### src/rtl/adct_pkg.sv
/*
  Shared constants, types and conversion-time tables for the converter timing block.
  Assumes a single system clock and a plain register port in the same domain.
*/
package adct_pkg;

  // ****************************************
  // Timing
  // ****************************************
  localparam int CLK_PERIOD_NS = 32'h0000_0032;
  localparam int DIV_SLOW = 32'h0000_0010;
  localparam int DIV_TURBO = 32'h0000_0008;
  localparam int START_DLY_NORMAL = 32'h0000_00D2;
  localparam int START_DLY_TURBO = 32'h0000_0072;
  localparam int WAKE_NORMAL_NS = 32'h0000_C350;
  localparam int WAKE_TURBO_NS = 32'h0000_61A8;
  // Longest waits round down to whole cycles.
  localparam int WAKE_NORMAL_CYC = WAKE_NORMAL_NS / CLK_PERIOD_NS;
  localparam int WAKE_TURBO_CYC = WAKE_TURBO_NS / CLK_PERIOD_NS;
  localparam int DATA_READY_N_PRE_CYC = 32'h0000_0004;

  // ****************************************
  // Widths and register map
  // ****************************************
  localparam int ADDR_W = 32'h0000_0008;
  localparam int DATA_W = 32'h0000_0020;
  localparam int CYC_W = 32'h0000_0014;
  localparam int ACC_W = 32'h0000_0010;
  localparam int WAKE_W = 32'h0000_000B;
  localparam int DIV_W = 32'h0000_0004;
  localparam logic [ADDR_W-1:0] OFS_CTRL = 8'h00;
  localparam logic [ADDR_W-1:0] OFS_STATUS = 8'h04;
  localparam logic [ADDR_W-1:0] OFS_MASK = 8'h08;
  localparam logic [ADDR_W-1:0] OFS_RESULT = 8'h0C;
  localparam logic [ADDR_W-1:0] OFS_STATE = 8'h10;

  // ****************************************
  // Types
  // ****************************************
  typedef enum logic [1:0] {
    MODE_NORMAL = 2'b00,
    MODE_DUTY = 2'b01,
    MODE_TURBO = 2'b10
  } adct_mode_e;

  typedef enum logic [1:0] {
    ST_IDLE = 2'b00,
    ST_WAKE = 2'b01,
    ST_DELAY = 2'b10,
    ST_CONV = 2'b11
  } adct_state_e;

  typedef logic [CYC_W-1:0] adct_cyc_t;
  typedef adct_cyc_t [0:2][0:6] adct_tbl_t;
  typedef logic [2:0] adct_rate_t;
  typedef logic [2:0] adct_gain_t;
  typedef logic [1:0] adct_line_t;

  localparam adct_rate_t RATE_MAX = 3'h6;
  localparam adct_rate_t RATE_NOTCH = 3'h0;
  localparam adct_gain_t GAIN_BYPASS_MAX = 3'h2;
  localparam adct_line_t LINE_NONE = 2'h0;

  typedef struct packed {
    logic amp_bypass_bit;
    adct_gain_t gain;
    adct_line_t line_rej;
    logic int_osc;
    logic cont;
    adct_rate_t rate;
    adct_mode_e mode;
  } adct_ctrl_s;
  localparam int CTRL_W = $bits(adct_ctrl_s);

  typedef struct packed {
    logic hold_off;
    logic overrun;
    logic done;
  } adct_evt_s;
  localparam int EVT_W = $bits(adct_evt_s);

  // ****************************************
  // Conversion times in system clock periods
  // ****************************************
  localparam adct_tbl_t CONT_TBL = '{
    '{20'h3_1FE0, 20'h1_63F0, 20'h0_B430, 20'h0_5C70, 20'h0_30B0, 20'h0_1AF0, 20'h0_1030},
    '{20'hC_8F50, 20'h5_9010, 20'h2_D110, 20'h1_7210, 20'h0_C310, 20'h0_6C10, 20'h0_4110},
    '{20'h1_8FF0, 20'h0_B1F8, 20'h0_5A18, 20'h0_2E38, 20'h0_1858, 20'h0_0D78, 20'h0_0818}
  };
  localparam adct_tbl_t SINGLE_TBL = '{
    '{20'h3_2032, 20'h1_6452, 20'h0_B492, 20'h0_5CD2, 20'h0_3112, 20'h0_1B52, 20'h0_1092},
    '{20'h0_0000, 20'h0_0000, 20'h0_0000, 20'h0_0000, 20'h0_0000, 20'h0_0000, 20'h0_0000},
    '{20'h1_9022, 20'h0_B232, 20'h0_5A52, 20'h0_2E72, 20'h0_1892, 20'h0_0DB2, 20'h0_0852}
  };

endpackage

### src/rtl/adct_mod_div.sv
/*
  Modulator clock divider: one enable pulse per modulator period.
  Assumes the enable comes from logic on the same clock.
*/
`timescale 1ns/100ps

module adct_mod_div (
  // Clock and reset
  input wire logic clk,
  input wire logic rst_n,
  // Control
  input wire logic en,
  input wire logic turbo,
  // Modulator tick
  output logic tick
);

  typedef struct packed {
    logic [adct_pkg::DIV_W-1:0] cnt;
    logic tick;
    logic [adct_pkg::DIV_W:0] gap;
    logic seen;
  } adct_div_s;

  adct_div_s r_ff;
  adct_div_s nxt_r;
  logic [adct_pkg::DIV_W-1:0] term;

  always_comb begin
    term = turbo ? adct_pkg::DIV_W'(adct_pkg::DIV_TURBO - 1)
                 : adct_pkg::DIV_W'(adct_pkg::DIV_SLOW - 1);
    nxt_r = r_ff;
    nxt_r.tick = 1'b0;
    if (!en) begin
      nxt_r.cnt = '0;
    end else if (r_ff.cnt == term) begin
      nxt_r.cnt = '0;
      nxt_r.tick = 1'b1;
    end else begin
      nxt_r.cnt = r_ff.cnt + 1'b1;
    end
    nxt_r.gap = (r_ff.tick || !en) ? '0 : r_ff.gap + 1'b1;
    nxt_r.seen = en && (r_ff.seen || r_ff.tick);
  end

  always_ff @(posedge clk) begin
    if (!rst_n) begin
      r_ff <= '0;
    end else begin
      r_ff <= nxt_r;
    end
  end

  assign tick = r_ff.tick;

  mod_period_a: assert property (@(posedge clk) disable iff (!rst_n)
    (r_ff.tick && r_ff.seen && $stable(turbo)) |-> r_ff.gap == {1'b0, term})
    else $error("Modulator tick spacing differs from the divide ratio.");

endmodule // adct_mod_div

### src/rtl/adct_decim.sv
/*
  Decimation filter: boxcar FIR that counts modulator ones over one conversion.
  Assumes clear is held outside conversions and pulses at each conversion end.
*/
`timescale 1ns/100ps

module adct_decim (
  // Clock and reset
  input wire logic clk,
  input wire logic rst_n,
  // Modulator stream
  input wire logic tick,
  input wire logic mod_bit,
  input wire logic clr,
  // Running sum
  output logic [adct_pkg::ACC_W-1:0] acc
);

  typedef struct packed {
    logic [adct_pkg::ACC_W-1:0] acc;
  } adct_dec_s;

  adct_dec_s r_ff;
  adct_dec_s nxt_r;

  // Clearing at every conversion end keeps each result free of the last one.
  always_comb begin
    nxt_r = r_ff;
    if (clr) begin
      nxt_r.acc = '0;
    end else if (tick) begin
      nxt_r.acc = r_ff.acc + {{(adct_pkg::ACC_W-1){1'b0}}, mod_bit};
    end
  end

  always_ff @(posedge clk) begin
    if (!rst_n) begin
      r_ff <= '0;
    end else begin
      r_ff <= nxt_r;
    end
  end

  assign acc = r_ff.acc;

  clear_hold_a: assert property (@(posedge clk) disable iff (!rst_n)
    clr |=> acc == '0)
    else $error("Filter sum not cleared at conversion boundary.");

endmodule // adct_decim

### src/rtl/adct_top.sv
/*
  Conversion timing and filter control: modes, start delays, oscillator wake-up,
  conversion-time table, data-ready output, register port and interrupt.
  Assumes a front end that raises SYNC_ACTIVE across the start/sync command
  bytes and forwards SCLK; both arrive from outside and are synchronised here.
*/
`timescale 1ns/100ps

// Operation
// - Modulator clock is system clock over 16, or over 8 in turbo.
// - FIR decimation filter settles fully within one conversion.
// - At 5 and 20 SPS a two-bit field picks 50, 60 or both.
// - Data rate and notches scale with the system clock frequency.
// - Continuous period runs from one data-ready fall to the next.
// - First continuous conversion starts 210 or 114 clocks after command end.
// - Single-shot time runs from command end to data-ready fall.
// - Internal oscillator adds up to 50 or 25 us wake-up in single-shot.
// - Oscillator powers up at the first SCLK rise of the command.
// - Single-shot conversion waits until the oscillator is fully running; continuous start clears the wake-up count.
// - Duty-cycle single-shot times equal normal single-shot times.
// - Normal mode follows its per-rate conversion-time table.
// - Duty-cycle continuous periods follow their per-rate table.
// - Turbo mode follows its per-rate conversion-time table.
// - Amplifier bypass takes effect only at gains 1, 2 and 4.
module adct_top #(
  parameter adct_pkg::adct_tbl_t CONT_CYC = adct_pkg::CONT_TBL,
  parameter adct_pkg::adct_tbl_t SINGLE_CYC = adct_pkg::SINGLE_TBL
) (
  // Clock and reset
  input wire logic CLOCK,
  input wire logic RST_N,
  // Register port
  input wire logic [adct_pkg::ADDR_W-1:0] ADDR,
  input wire logic [adct_pkg::DATA_W-1:0] WDATA,
  input wire logic WR,
  input wire logic RD,
  output logic [adct_pkg::DATA_W-1:0] RDATA,
  output logic IRQ,
  // Command pins
  input wire logic SCLK,
  input wire logic SYNC_ACTIVE,
  // Modulator stream
  input wire logic MOD_BIT,
  output logic MOD_CLK_EN,
  // Status and analog control
  output logic DATA_READY_N,
  output logic OSC_EN,
  output logic [1:0] LINE_REJ,
  output logic AMP_BYPASS
);

  // ****************************************
  // State
  // ****************************************
  localparam int DLY_N = adct_pkg::START_DLY_NORMAL;
  localparam int DLY_T = adct_pkg::START_DLY_TURBO;
  localparam int WAKE_N = adct_pkg::WAKE_NORMAL_CYC;

  typedef struct packed {
    adct_pkg::adct_state_e st;
    adct_pkg::adct_cyc_t cnt;
    logic [adct_pkg::WAKE_W-1:0] wake;
    adct_pkg::adct_ctrl_s ctrl;
    adct_pkg::adct_evt_s status;
    adct_pkg::adct_evt_s mask;
    logic [adct_pkg::DATA_W-1:0] rdata;
    logic irq;
    logic data_ready_n_n;
    logic [adct_pkg::ACC_W-1:0] result;
    logic unread;
    logic osc_en;
    adct_pkg::adct_line_t line;
    logic byp;
    logic [1:0] sclk_m;
    logic [1:0] sync_m;
    logic [1:0] bit_m;
    logic sclk_d;
    logic sync_d;
    adct_pkg::adct_cyc_t since;
    logic first;
  } adct_top_s;

  adct_top_s r_ff;
  adct_top_s nxt_r;

  // ****************************************
  // Decode
  // ****************************************
  adct_pkg::adct_mode_e mode_eff;
  adct_pkg::adct_mode_e mode_single;
  adct_pkg::adct_rate_t rate_eff;
  adct_pkg::adct_cyc_t cont_cyc;
  adct_pkg::adct_cyc_t sing_cyc;
  adct_pkg::adct_cyc_t dly_cyc;
  logic [adct_pkg::WAKE_W-1:0] wake_cyc;
  logic turbo;
  logic cmd_end;
  logic sclk_rise;
  logic conv_end;
  logic osc_ready;
  logic dec_clr;
  logic mod_tick;
  logic [adct_pkg::ACC_W-1:0] dec_acc;

  always_comb begin
    // A reserved mode code runs as normal rather than stalling the sequencer.
    mode_eff = (r_ff.ctrl.mode == adct_pkg::MODE_TURBO ||
                r_ff.ctrl.mode == adct_pkg::MODE_DUTY) ? r_ff.ctrl.mode
                                                       : adct_pkg::MODE_NORMAL;
    mode_single = (mode_eff == adct_pkg::MODE_DUTY) ? adct_pkg::MODE_NORMAL : mode_eff;
    rate_eff = (r_ff.ctrl.rate > adct_pkg::RATE_MAX) ? adct_pkg::RATE_MAX
                                                     : r_ff.ctrl.rate;
    turbo = (mode_eff == adct_pkg::MODE_TURBO);
    // Counts are in system clocks, so rate and notches follow the clock.
    cont_cyc = CONT_CYC[mode_eff][rate_eff];
    sing_cyc = SINGLE_CYC[mode_single][rate_eff];
    dly_cyc = turbo ? adct_pkg::CYC_W'(adct_pkg::START_DLY_TURBO - 2)
                    : adct_pkg::CYC_W'(adct_pkg::START_DLY_NORMAL - 2);
    wake_cyc = turbo ? adct_pkg::WAKE_W'(adct_pkg::WAKE_TURBO_CYC)
                     : adct_pkg::WAKE_W'(adct_pkg::WAKE_NORMAL_CYC);
    cmd_end = r_ff.sync_d && !r_ff.sync_m[1];
    sclk_rise = r_ff.sclk_m[1] && !r_ff.sclk_d;
    conv_end = (r_ff.st == adct_pkg::ST_CONV) && (r_ff.cnt == '0);
    osc_ready = r_ff.osc_en && (r_ff.wake == '0);
    dec_clr = (r_ff.st != adct_pkg::ST_CONV) || (r_ff.cnt == '0);
  end

  // ****************************************
  // Modulator and filter
  // ****************************************
  adct_mod_div u_div (
    .clk(CLOCK),
    .rst_n(RST_N),
    .en(r_ff.st == adct_pkg::ST_CONV),
    .turbo(turbo),
    .tick(mod_tick)
  );

  adct_decim u_dec (
    .clk(CLOCK),
    .rst_n(RST_N),
    .tick(mod_tick),
    .mod_bit(r_ff.bit_m[1]),
    .clr(dec_clr),
    .acc(dec_acc)
  );

  // ****************************************
  // Next state
  // ****************************************
  always_comb begin
    nxt_r = r_ff;
    nxt_r.sclk_m = {r_ff.sclk_m[0], SCLK};
    nxt_r.sync_m = {r_ff.sync_m[0], SYNC_ACTIVE};
    nxt_r.bit_m = {r_ff.bit_m[0], MOD_BIT};
    nxt_r.sclk_d = r_ff.sclk_m[1];
    nxt_r.sync_d = r_ff.sync_m[1];
    nxt_r.rdata = '0;

    // Register writes; status clears first so hardware sets below win.
    if (WR) begin
      case (ADDR)
        adct_pkg::OFS_CTRL: begin
          nxt_r.ctrl = adct_pkg::adct_ctrl_s'(WDATA[adct_pkg::CTRL_W-1:0]);
        end
        adct_pkg::OFS_STATUS: begin
          nxt_r.status = r_ff.status & ~adct_pkg::adct_evt_s'(WDATA[adct_pkg::EVT_W-1:0]);
        end
        adct_pkg::OFS_MASK: begin
          nxt_r.mask = adct_pkg::adct_evt_s'(WDATA[adct_pkg::EVT_W-1:0]);
        end
        default: begin
        end
      endcase
    end

    // Register reads; answer stands only in the next cycle.
    if (RD) begin
      case (ADDR)
        adct_pkg::OFS_CTRL: nxt_r.rdata = adct_pkg::DATA_W'(r_ff.ctrl);
        adct_pkg::OFS_STATUS: nxt_r.rdata = adct_pkg::DATA_W'(r_ff.status);
        adct_pkg::OFS_MASK: nxt_r.rdata = adct_pkg::DATA_W'(r_ff.mask);
        adct_pkg::OFS_RESULT: begin
          nxt_r.rdata = adct_pkg::DATA_W'(r_ff.result);
          nxt_r.unread = 1'b0;
          nxt_r.data_ready_n_n = 1'b1;
        end
        adct_pkg::OFS_STATE: begin
          nxt_r.rdata = adct_pkg::DATA_W'({r_ff.data_ready_n_n, osc_ready, r_ff.st});
        end
        default: nxt_r.rdata = '0;
      endcase
    end

    // Oscillator wake-up count.
    if (r_ff.osc_en && r_ff.wake != '0) begin
      nxt_r.wake = r_ff.wake - 1'b1;
    end

    // Conversion sequencer.
    case (r_ff.st)
      adct_pkg::ST_IDLE: begin
      end
      adct_pkg::ST_WAKE: begin
        if (osc_ready) begin
          nxt_r.st = adct_pkg::ST_CONV;
          nxt_r.cnt = sing_cyc - 1'b1;
        end
      end
      adct_pkg::ST_DELAY: begin
        if (r_ff.cnt == '0) begin
          nxt_r.st = adct_pkg::ST_CONV;
          nxt_r.cnt = cont_cyc - 1'b1;
        end else begin
          nxt_r.cnt = r_ff.cnt - 1'b1;
        end
      end
      adct_pkg::ST_CONV: begin
        if (conv_end) begin
          nxt_r.data_ready_n_n = 1'b0;
          nxt_r.result = dec_acc;
          nxt_r.unread = 1'b1;
          nxt_r.status.done = 1'b1;
          nxt_r.status.overrun = r_ff.status.overrun || r_ff.unread;
          if (r_ff.ctrl.cont) begin
            nxt_r.cnt = cont_cyc - 1'b1;
          end else begin
            nxt_r.st = adct_pkg::ST_IDLE;
            nxt_r.osc_en = 1'b0;
          end
        end else begin
          nxt_r.cnt = r_ff.cnt - 1'b1;
          // Raising early guarantees a falling edge even if the result went unread.
          if (r_ff.cnt == adct_pkg::CYC_W'(adct_pkg::DATA_READY_N_PRE_CYC)) begin
            nxt_r.data_ready_n_n = 1'b1;
          end
        end
      end
      default: begin
        nxt_r.st = adct_pkg::ST_IDLE;
      end
    endcase

    // Oscillator power-up on the first clock edge of the command.
    if (sclk_rise && r_ff.sync_m[1] && r_ff.ctrl.int_osc && !r_ff.osc_en) begin
      nxt_r.osc_en = 1'b1;
      nxt_r.wake = wake_cyc;
    end

    // Start/sync command end restarts the sequence.
    if (cmd_end) begin
      nxt_r.data_ready_n_n = 1'b1;
      if (r_ff.ctrl.cont) begin
        nxt_r.st = adct_pkg::ST_DELAY;
        nxt_r.cnt = dly_cyc;
        nxt_r.osc_en = r_ff.ctrl.int_osc;
        nxt_r.wake = '0;
      end else if (r_ff.ctrl.int_osc && !osc_ready) begin
        nxt_r.st = adct_pkg::ST_WAKE;
        nxt_r.status.hold_off = 1'b1;
        if (!r_ff.osc_en) begin
          nxt_r.osc_en = 1'b1;
          nxt_r.wake = wake_cyc;
        end
      end else begin
        nxt_r.st = adct_pkg::ST_CONV;
        nxt_r.cnt = sing_cyc - 2'd2;
      end
    end

    // Filter and amplifier controls.
    nxt_r.line = (rate_eff == adct_pkg::RATE_NOTCH && !turbo) ? r_ff.ctrl.line_rej
                                                              : adct_pkg::LINE_NONE;
    nxt_r.byp = r_ff.ctrl.amp_bypass_bit &&
                (r_ff.ctrl.gain <= adct_pkg::GAIN_BYPASS_MAX);
    nxt_r.irq = |(r_ff.status & r_ff.mask);

    // Timing observers.
    nxt_r.since = (cmd_end || conv_end) ? '0 : r_ff.since + 1'b1;
    nxt_r.first = cmd_end || (r_ff.first && !conv_end);
  end

  always_ff @(posedge CLOCK) begin
    if (!RST_N) begin
      r_ff <= '0;
      r_ff.data_ready_n_n <= 1'b1;
    end else begin
      r_ff <= nxt_r;
    end
  end

  // ****************************************
  // Outputs
  // ****************************************
  assign RDATA = r_ff.rdata;
  assign IRQ = r_ff.irq;
  assign MOD_CLK_EN = mod_tick;
  assign DATA_READY_N = r_ff.data_ready_n_n;
  assign OSC_EN = r_ff.osc_en;
  assign LINE_REJ = r_ff.line;
  assign AMP_BYPASS = r_ff.byp;

  // ****************************************
  // Checks
  // ****************************************
  start_delay_normal_a: assert property (@(posedge CLOCK) disable iff (!RST_N)
    (cmd_end && r_ff.ctrl.cont && !turbo) ##1 (!cmd_end)[*8] |-> ##(DLY_N - 8)
      r_ff.st == adct_pkg::ST_CONV)
    else $error("Continuous start delay wrong in normal mode.");

  start_delay_turbo_a: assert property (@(posedge CLOCK) disable iff (!RST_N)
    (cmd_end && r_ff.ctrl.cont && turbo) ##1 (!cmd_end)[*8] |-> ##(DLY_T - 8)
      r_ff.st == adct_pkg::ST_CONV)
    else $error("Continuous start delay wrong in turbo mode.");

  cont_period_a: assert property (@(posedge CLOCK) disable iff (!RST_N)
    ($fell(DATA_READY_N) && !$past(r_ff.first) && r_ff.ctrl.cont && $stable(r_ff.ctrl))
      |-> $past(r_ff.since) == cont_cyc - 1'b1)
    else $error("Continuous period differs from the table.");

  single_time_a: assert property (@(posedge CLOCK) disable iff (!RST_N)
    ($fell(DATA_READY_N) && $past(r_ff.first) && !r_ff.ctrl.cont && !r_ff.ctrl.int_osc)
      |-> $past(r_ff.since) == sing_cyc - 2'd2)
    else $error("Single-shot time differs from the table.");

  wake_bound_a: assert property (@(posedge CLOCK) disable iff (!RST_N)
    $rose(r_ff.st == adct_pkg::ST_WAKE) |-> ##[1:WAKE_N] r_ff.st != adct_pkg::ST_WAKE)
    else $error("Oscillator wait exceeds the wake-up time.");

  wake_hold_a: assert property (@(posedge CLOCK) disable iff (!RST_N)
    (r_ff.st == adct_pkg::ST_WAKE && r_ff.wake != '0) |=> r_ff.st != adct_pkg::ST_CONV)
    else $error("Conversion started before the oscillator was ready.");

  osc_start_a: assert property (@(posedge CLOCK) disable iff (!RST_N)
    (sclk_rise && r_ff.sync_m[1] && r_ff.ctrl.int_osc && !OSC_EN) |=> OSC_EN)
    else $error("Oscillator did not start on the command clock.");

  line_rej_a: assert property (@(posedge CLOCK) disable iff (!RST_N)
    (LINE_REJ != adct_pkg::LINE_NONE) |->
      $past(rate_eff) == adct_pkg::RATE_NOTCH && !$past(turbo))
    else $error("Line rejection active at an unsupported rate.");

  bypass_gain_a: assert property (@(posedge CLOCK) disable iff (!RST_N)
    AMP_BYPASS |-> $past(r_ff.ctrl.gain) <= adct_pkg::GAIN_BYPASS_MAX)
    else $error("Amplifier bypassed at a gain above four.");

  done_irq_a: assert property (@(posedge CLOCK) disable iff (!RST_N)
    (conv_end && r_ff.mask.done) |=> ##1 IRQ)
    else $error("Conversion end did not raise the interrupt.");

endmodule // adct_top

### config.mk
export PLATFORM = sky130hd
export DESIGN_NAME = adct_top
export DESIGN_NICKNAME = d
export VERILOG_FILES = /design/src/rtl/adct_pkg.sv /design/src/rtl/adct_mod_div.sv /design/src/rtl/adct_decim.sv /design/src/rtl/adct_top.sv
export SDC_FILE = /design/constraint.sdc
export NUM_CORES = 1
export LEC_CHECK = 0
export ABC_AREA = 1
export BUFFER_PORTS_ARGS = -buffer_cell sky130_fd_sc_hd__buf_2
export CELL_PAD_IN_SITES_DETAIL_PLACEMENT = 0
export CELL_PAD_IN_SITES_GLOBAL_PLACEMENT = 1
export CORE_ASPECT_RATIO = 1.75
export CORE_MARGIN = 2
export CORE_UTILIZATION = 45
export CTS_CLUSTER_SIZE = 10
export DETAILED_ROUTE_END_ITERATION = 6
export PLACE_DENSITY_LB_ADDON = 0.08
export RECOVER_POWER = 100
export SYNTH_ARGS = -nofsm -noshare
export SYNTH_HDL_FRONTEND = slang
export SYNTH_SLANG_ARGS = --single-unit
### constraint.sdc
create_clock -name CLOCK -period 4.6 [get_ports CLOCK]
set_input_delay 0.23 -clock CLOCK [delete_from_list [all_inputs] [get_ports CLOCK]]
set_output_delay 0.23 -clock CLOCK [all_outputs]
set_load 0.005 [all_outputs]
==> summary.md, run 1 <==
| Metric | Value |
|---|---|
| CTS tree | yes |
| Most used standard cell by instance count after synthesis | nand2_1 |
| Total of warnings raised by yosys | 0 |
| EDFF count, synth | 0 |
| Layout area overhead | 10.2% |
| Post-synthesis share of cell area spent on and, or, nand and nor gates | 0.302 |
| Clock-pin slew on the worst setup and hold paths | 60 ps |
| Source-to-sink clock delay at the later pin of the worst-skew pair | 420 ps |
| Area taken by flip-flops and latches | 2400 µm² |
| Setup TNS Final | 0 ps |
| Post-layout minimum cycle time | 3720 ps |
| Total leakage power | 3.56 nW |
| Per-cell via count in the routed design | 5.39 |
| # nets final | 1200 |
| Gate Count Post-Synth | 1110 |
| Pin slew with the least headroom to its limit | 2000 ps |
| Maximum number of pins on one net before global-route repair | 48 |
| Area leader, netlist | dfxtp_1 |
| Data required, critical path | 4840 ps |
| Asr flop ratio synth | 0 |
| Period utilisation layout | 0.808 |
| Y dimension of the die | 172 µm |
| Worst setup SP type | flip-flop |
| Total wire length | 23200 µm |
| Post-synthesis instance area | 7260 µm² |
| Combined area of the multi-input logic cells | 3930 µm² |
| Mux contribution to synthesized area | 0 |
| Slowest cell on the critical path | nor2_1 |
| Inst Count DP | 1309 |
| CTS Root Buffer Type | clkbuf_16 |
| Post-synthesis xor/xnor area fraction | 0.0314 |
| Count of buffering cells on the critical path with inverters included | 3 |
| Share of synthesized cell area in full adder, half adder and majority cells | 0.0189 |
| Fin Clk Skew | 13.4 ps |
| Final non-filler cell area | 8000 µm² |
| Seq/Total Area, Yosys | 0.331 |
| Hold crit path type | input pin to flip-flop |
| TritonCTS Buffers | 17 |
| Placeable core area | 15900 µm² |
| IO Port Bufs | 50 |
| Critical Path Sink Type | flip-flop |
| Cells along the critical path | inv_1 > ha_1 > nand2_1 > nor2_4 > nand2_1 > nor2_1 > nand3_1 > clkbuf_1 > nor2_1 > inv_1 > o21ai_0 > nand3_1 > o211ai_1 > a21oi_1 |
| Synthesized-area fraction occupied by ao, oa, aoi and oai cells | 0.184 |
| Highest attainable clock frequency | 269 MHz |
| Total Die Area | 17200 µm² |
| Pre-CTS WS | 1680 ps |
| Wire length per cell after detailed routing | 17.3 µm |
| Post-synth top cells | nand2_1, inv_1, nor2_1 |
| Pwr per Cell Area | 316 nW/µm² |
| Combinational family with the most area after synthesis | simple AND/OR/NAND/NOR gates |
| Delay of the slowest cell on the worst path | 680 ps |
| DP Area | 7460 µm² |
| Filler cell count | 1717 |
| Area contributors post-synth | dfxtp_1, nand2_1, inv_1 |
| Drt drc | 0 |
| Maximum net fanout on the critical path | 25 |
| Via count of the first global-routing pass | 7071 |
| Last weighted congestion value of the routability-driven placer | 0.931 |
| Clock H-tree levels | 4 |
| First-pass GRT wire length | 36800 µm |
| Post-synth top flop | dfxtp_1 |
| Share of the core filled with cells in the final layout | 0.504 |
| Final setup viols | 0 |
| Total grt overflow | 0 |
| Gates resized, CTS repair | 0 |
| Number of ports placed on the die boundary | 86 |
| Residual antenna-violating net count after detailed routing | 0 |
| All-Layer GR Usage | 0.278 |
| Number of standard cells in the final layout excluding fillers | 1344 |
| Count of pins over their slew limit | 48 |
| Proportion of netlist area held by the largest area contributor | 0.331 |
| Violations in the final reports | capacitance limit, slew limit |
| Yosys reg bits | 120 |
| Max Cap Viol | 1 |
| Count of different cell masters after synthesis | 54 |
| Vias post-DR | 7245 |
| Effective utilization at floorplan | 0.458 |
| Peak ir drop on the vdd network | 0.212 mV |
| Setup WS post-layout | 885 ps |
| DIE WIDTH | 100 µm |
| Type of the setup path with the least slack | flip-flop to flip-flop |
| Fraction of final layout cells sized beyond drive strength 1 | 0.0874 |
| Endpoint arrival time on the critical path | 3950 ps |
| N_diodes | 0 |
| Number of antenna violations at the first check in global routing | 0 |
| First-pass iteration count of the detailed router | 5 |
| Result of the run | complete, but fails checks |
| Final hold violation count | 0 |
| Relative slew slack | -0.332 |
| Cell family with most CP delay | simple AND/OR/NAND/NOR gates |
| Mean Syn Cell Area | 6.54 µm² |
| Post-DP HPWL | 17800 µm |
| Number of standard-cell rows in the floorplan | 61 |
| Clock net sink count | 120 |
| Clock Tree Buf Depth | 2 |
| Initial detailed-routing violation count | 386 |
| Unrepaired setup endpoints after global routing | no |
[cells in the final DEF, fill, tap and decap left out, types with 4 or more instances in the layout]
master,netlist,layout
o22ai_1,13,13
nand3_1,70,71
ha_1,11,11
inv_6,0,6
nor2_4,6,4
nor3_1,16,16
a21oi_1,85,85
o21ai_0,87,89
o221ai_1,7,7
o211ai_1,11,11
inv_1,138,140
nand2_1,239,239
xor2_1,21,21
clkinv_1,4,4
nor2_1,134,138
inv_2,8,6
clkbuf_1,16,20
o21ai_1,6,4
buf_2,4,33
nand4_1,11,11
nor2_2,6,4
clkbuf_16,0,17
xnor2_1,5,5
nand2_2,5,5
dfxtp_1,120,120
or2_2,5,5
conb_1,1,16
[routing by layer]
metal,global-route usage,wire length [µm]
met5,0,0
met4,0.164,1320
met2,0.521,12300
met3,0.0372,815
met1,0.291,8750
[path summary, 6_finish.rpt]
kind,start,end,slack (ps),cells after the start
setup / recovery,r_ff[114],r_ff[115],880,14
hold reg to reg,nxt_r[28],nxt_r[22],420,2
setup reg to reg,r_ff[114],r_ff[115],880,14
hold / removal,WDATA[9],r_ff[99],50,3
[logic make-up after synthesis]
| kind of cell | after synthesis |
|---|---|
| and+or+nand+nor | 506 |
| xor gates and xnor gates | 26 |
| buffers and inverters | 211 |
| adders and majority gates | 11 |
| other | 1 |
| DFF | 120 |
| AOI/OAI and AO/OA | 235 |
[repair_timing]
item,CTS,global route
endpoints found under the hold margin,3,0
hold buffers,3,0
setup buffers,0,0
[cell type report]
cell class	instances	share of cell area
sequential	120	0.300
inverter	150	0.0703
clock buffer	17	0.0531
tap	189	0.0295
multi-input combinational	794	0.491
clock inverter	15	0.0188
timing repair buffer	59	0.0366
[sequential cells by signal, indices dropped and copies added (netlist names), 2 cells and up]
name,flops
RDATA,16
LINE_REJ,2
nxt_r,5
u_div.r_ff,4
r_ff,72
u_dec.acc,16
[power breakdown]
part	switching, mW	total (mW)	internal (mW)
Combinational	0.113	0.166	0.0532
Sequential	0.00563	1.05	1.04
Clock	0.591	1.31	0.720
Total	0.710	2.53	1.82
[tightest hold or removal path: stages]
cell    delay [ps]
buf_2           70
nor2_1          40
nor2_1          80
[per-stage QoR]
step                hold slack, ps  power [mW]
global placement               395        1.24
CTS                           51.5        2.54
detailed placement             401        1.24
global route                  56.9        2.61
finish                        54.4        2.53
floorplan                      328        1.19
No activity file was read; power rests on OpenSTA's default activity.
==> run 2, diff against run 1 <==
Settings changed: ABC_AREA 1 to 0, CORE_UTILIZATION 45 to 40.
Clock period 4.6 ns to 3.2 ns, I/O delays scaled along.
==> summary.md, run 2 <==
| Metric | Value |
|---|---|
| Result of the run | complete, but fails checks |
| Violations in the final reports | capacitance limit, slew limit |
| Post-DP HPWL | 19600 µm (+9.6%) |
| Seq/Total Area, Yosys | 0.324 (-0.00670) |
| Area contributors post-synth | dfxtp_1, nand2_1, nor2_1 |
| Source-to-sink clock delay at the later pin of the worst-skew pair | 430 ps (about the same) |
| Count of different cell masters after synthesis | 91 (+69%) |
| Setup TNS Final | 0 ps (unchanged) |
| Data required, critical path | 3550 ps (-1290 ps) |
| Maximum number of pins on one net before global-route repair | 45 (-6.3%) |
| CTS Root Buffer Type | clkbuf_16 |
| TritonCTS Buffers | 17 (unchanged) |
| Total Die Area | 19700 µm² (+14%) |
| Clock net sink count | 120 (unchanged) |
| Total of warnings raised by yosys | 0 (unchanged) |
| Initial detailed-routing violation count | 455 (+18%) |
| Filler cell count | 1881 (+9.6%) |
| Setup WS post-layout | 282 ps (-603 ps) |
| Hold crit path type | input pin to flip-flop |
| Y dimension of the die | 184 µm (+7.0%) |
| Pwr per Cell Area | 464 nW/µm² (+47%) |
| CTS tree | yes |
| Residual antenna-violating net count after detailed routing | 0 (unchanged) |
| Fraction of final layout cells sized beyond drive strength 1 | 0.140 (+0.0527) |
| Number of standard-cell rows in the floorplan | 65 (+6.6%) |
| Endpoint arrival time on the critical path | 3270 ps (-680 ps) |
| First-pass iteration count of the detailed router | 5 (unchanged) |
| Commonest cells after routing, fill and taps aside | nand2_1, dfxtp_1, nor2_1, a21oi_1, o21ai_0 |
| Placeable core area | 18100 µm² (+14%) |
| Asr flop ratio synth | 0 (unchanged) |
| Final hold violation count | 0 (unchanged) |
| Area taken by flip-flops and latches | 2400 µm² (unchanged) |
| Number of antenna violations at the first check in global routing | 0 (unchanged) |
| Yosys reg bits | 120 (unchanged) |
| Layout area overhead | 12.8% |
| Relative slew slack | -0.148 (+0.184) |
| Mean Syn Cell Area | 7.83 µm² (+20%) |
| DIE WIDTH | 107 µm (+6.9%) |
| Total grt overflow | 0 (unchanged) |
| Number of buffers added for setup after CTS | 0 (unchanged) |
| Cells along the critical path | inv_1 > ha_1 > or4b_4 > nor2_2 > nand4_1 > nor2_1 > clkbuf_2 > o21ai_0 > a21boi_0 |
| Last weighted congestion value of the routability-driven placer | 0.904 (-2.9%) |
| Area leader, netlist | dfxtp_1 |
| Worst hold margin | 6.27 ps (-48.1 ps) |
| Register ranked first by flip-flop count | r_ff |
| First-pass GRT wire length | 40400 µm (+9.8%) |
| Pre-CTS WS | 388 ps (-1290 ps) |
| Slowest cell on the critical path | or4b_4 |
| Fin Clk Skew | 9.94 ps (-3.50 ps) |
| Flip-flop count of the largest register, all copies and words added | 72 (unchanged) |
| # nets final | 1044 (-13%) |
| Count of pins over their slew limit | 45 (-6.3%) |
| Most frequent standard cell in the layout excluding fill and tap cells | nand2_1 |
| Final setup viols | 0 (unchanged) |
| N_diodes | 0 (unchanged) |
| Delay of the slowest cell on the worst path | 540 ps (-140 ps) |
| Unrepaired setup endpoints after global routing | no |
| Post-synthesis instance area | 7410 µm² (+2.1%) |
| All-Layer GR Usage | 0.272 (-0.00607) |
| Gate Count Post-Synth | 947 (-15%) |
| Max Cap Viol | 1 (unchanged) |
| Maximum net fanout on the critical path | 14 (-44%) |
| Clock H-tree levels | 4 (unchanged) |
| Type of the setup path with the least slack | flip-flop to flip-flop |
| Wire length per cell after detailed routing | 21.0 µm (+22%) |
| Post-synth top cells | nand2_1, dfxtp_1, nor2_1 |
| Per-cell via count in the routed design | 5.82 (+7.9%) |
| IO Port Bufs | 50 (unchanged) |
| Effective utilization at floorplan | 0.409 (-0.0488) |
| Post-layout minimum cycle time | 2920 ps (-797 ps) |
| Highest attainable clock frequency | 343 MHz (+27%) |
| Clock-pin slew on the worst setup and hold paths | 60 ps (about the same) |
| Worst setup SP type | flip-flop |
| Via count of the first global-routing pass | 7214 (+2.0%) |
| Most used standard cell by instance count after synthesis | nand2_1 |
| Number of ports placed on the die boundary | 86 (unchanged) |
| Post-synth top flop | dfxtp_1 |
| Peak ir drop on the vdd network | 0.433 mV (+100%) |
| Total leakage power | 3.07 nW (-14%) |
| Critical Path Sink Type | flip-flop |
| EDFF count, synth | 0 (unchanged) |
| Clock Tree Buf Depth | 2 (unchanged) |
| Vias post-DR | 7171 (-1.0%) |
| Pin slew with the least headroom to its limit | 1720 ps (-276 ps) |
| Total wire length | 26000 µm (+12%) |
| Combined area of the multi-input logic cells | 4410 µm² (+12%) |
| Period utilisation layout | 0.912 (+0.104) |
| Drt drc | 0 (unchanged) |
| Proportion of netlist area held by the largest area contributor | 0.324 (-0.00670) |
run 2: logic make-up after synthesis:
group | Yosys count | share of synthesized area
AO/OA/AOI/OAI | 267 | 0.248
XOR/XNOR | 36 | 0.0425
adder cells (fa/ha/maj) | 11 | 0.0186
buffers and inverters | 116 | 0.0864
flip-flops | 120 | 0.324
multiplexers | 12 | 0.0181
other | 1 | 0.000506
AND/OR/NAND/NOR | 384 | 0.262
run 2: final cells by class:
| cell class | count | share of cell area |
|---|---|---|
| flip-flops and latches | 120 | 0.287 |
| inverters | 22 | 0.00988 |
| repair buffers | 99 | 0.0730 |
| well taps | 234 | 0.0350 |
| multi-input cells | 726 | 0.527 |
| clock inverters | 13 | 0.0147 |
| clock buffers | 19 | 0.0530 |
run 2: worst max-delay path, delay by kind of cell (launching register included):
kind	cells	cell delay, ps
AND/OR/NAND/NOR	4	1470
buffers and inverters	2	460
flip-flops	1	380
AO/OA/AOI/OAI	2	310
adder cells (fa/ha/maj)	1	220
run 2: path summary, 6_finish.rpt:
check	start	end	slack, ps	cells after the start
worst max-delay path	r_ff[115]	r_ff[88]	280	9
worst min register to register	nxt_r[24]	r_ff[24]	430	1
worst max register to register	r_ff[115]	r_ff[88]	280	9
worst min-delay path	WDATA[12]	r_ff[102]	6	3
run 2: layer usage:
metal,vias to the layer above,GRT usage,part of all wire
met2,239,0.499,0.53
met3,81,0.0417,0.037
met5,-,0,0
met4,0,0.182,0.069
li1,3433,-,-
met1,3418,0.280,0.36
run 2: repair_timing:
action                                  CTS  global route
hold endpoints to repair                  8             0
hold buffers                              8             0
resized for setup                         0             0
endpoints found under the setup margin    0             0
run 2: through the flow:
| stage | std cells | instance area [µm²] | total power, mW | utilization |
|---|---|---|---|---|
| after floorplan | 962 | 7470 | 1.93 | - |
| after global placement | 1193 | 7770 | 2.05 | 0.428 |
| after detailed placement | 1193 | 7770 | 2.05 | 0.428 |
| after CTS | 1233 | 8410 | 3.90 | 0.464 |
| after global routing | 1233 | 8360 | 4.01 | 0.461 |
| final | 1233 | 8360 | 3.88 | 0.461 |
run 2: where the power goes:
| group | internal, mW | switching, mW |
|---|---|---|
| combinational | 0.183 | 0.308 |
| sequential | 1.51 | 0.0287 |
| clock | 1.09 | 0.754 |
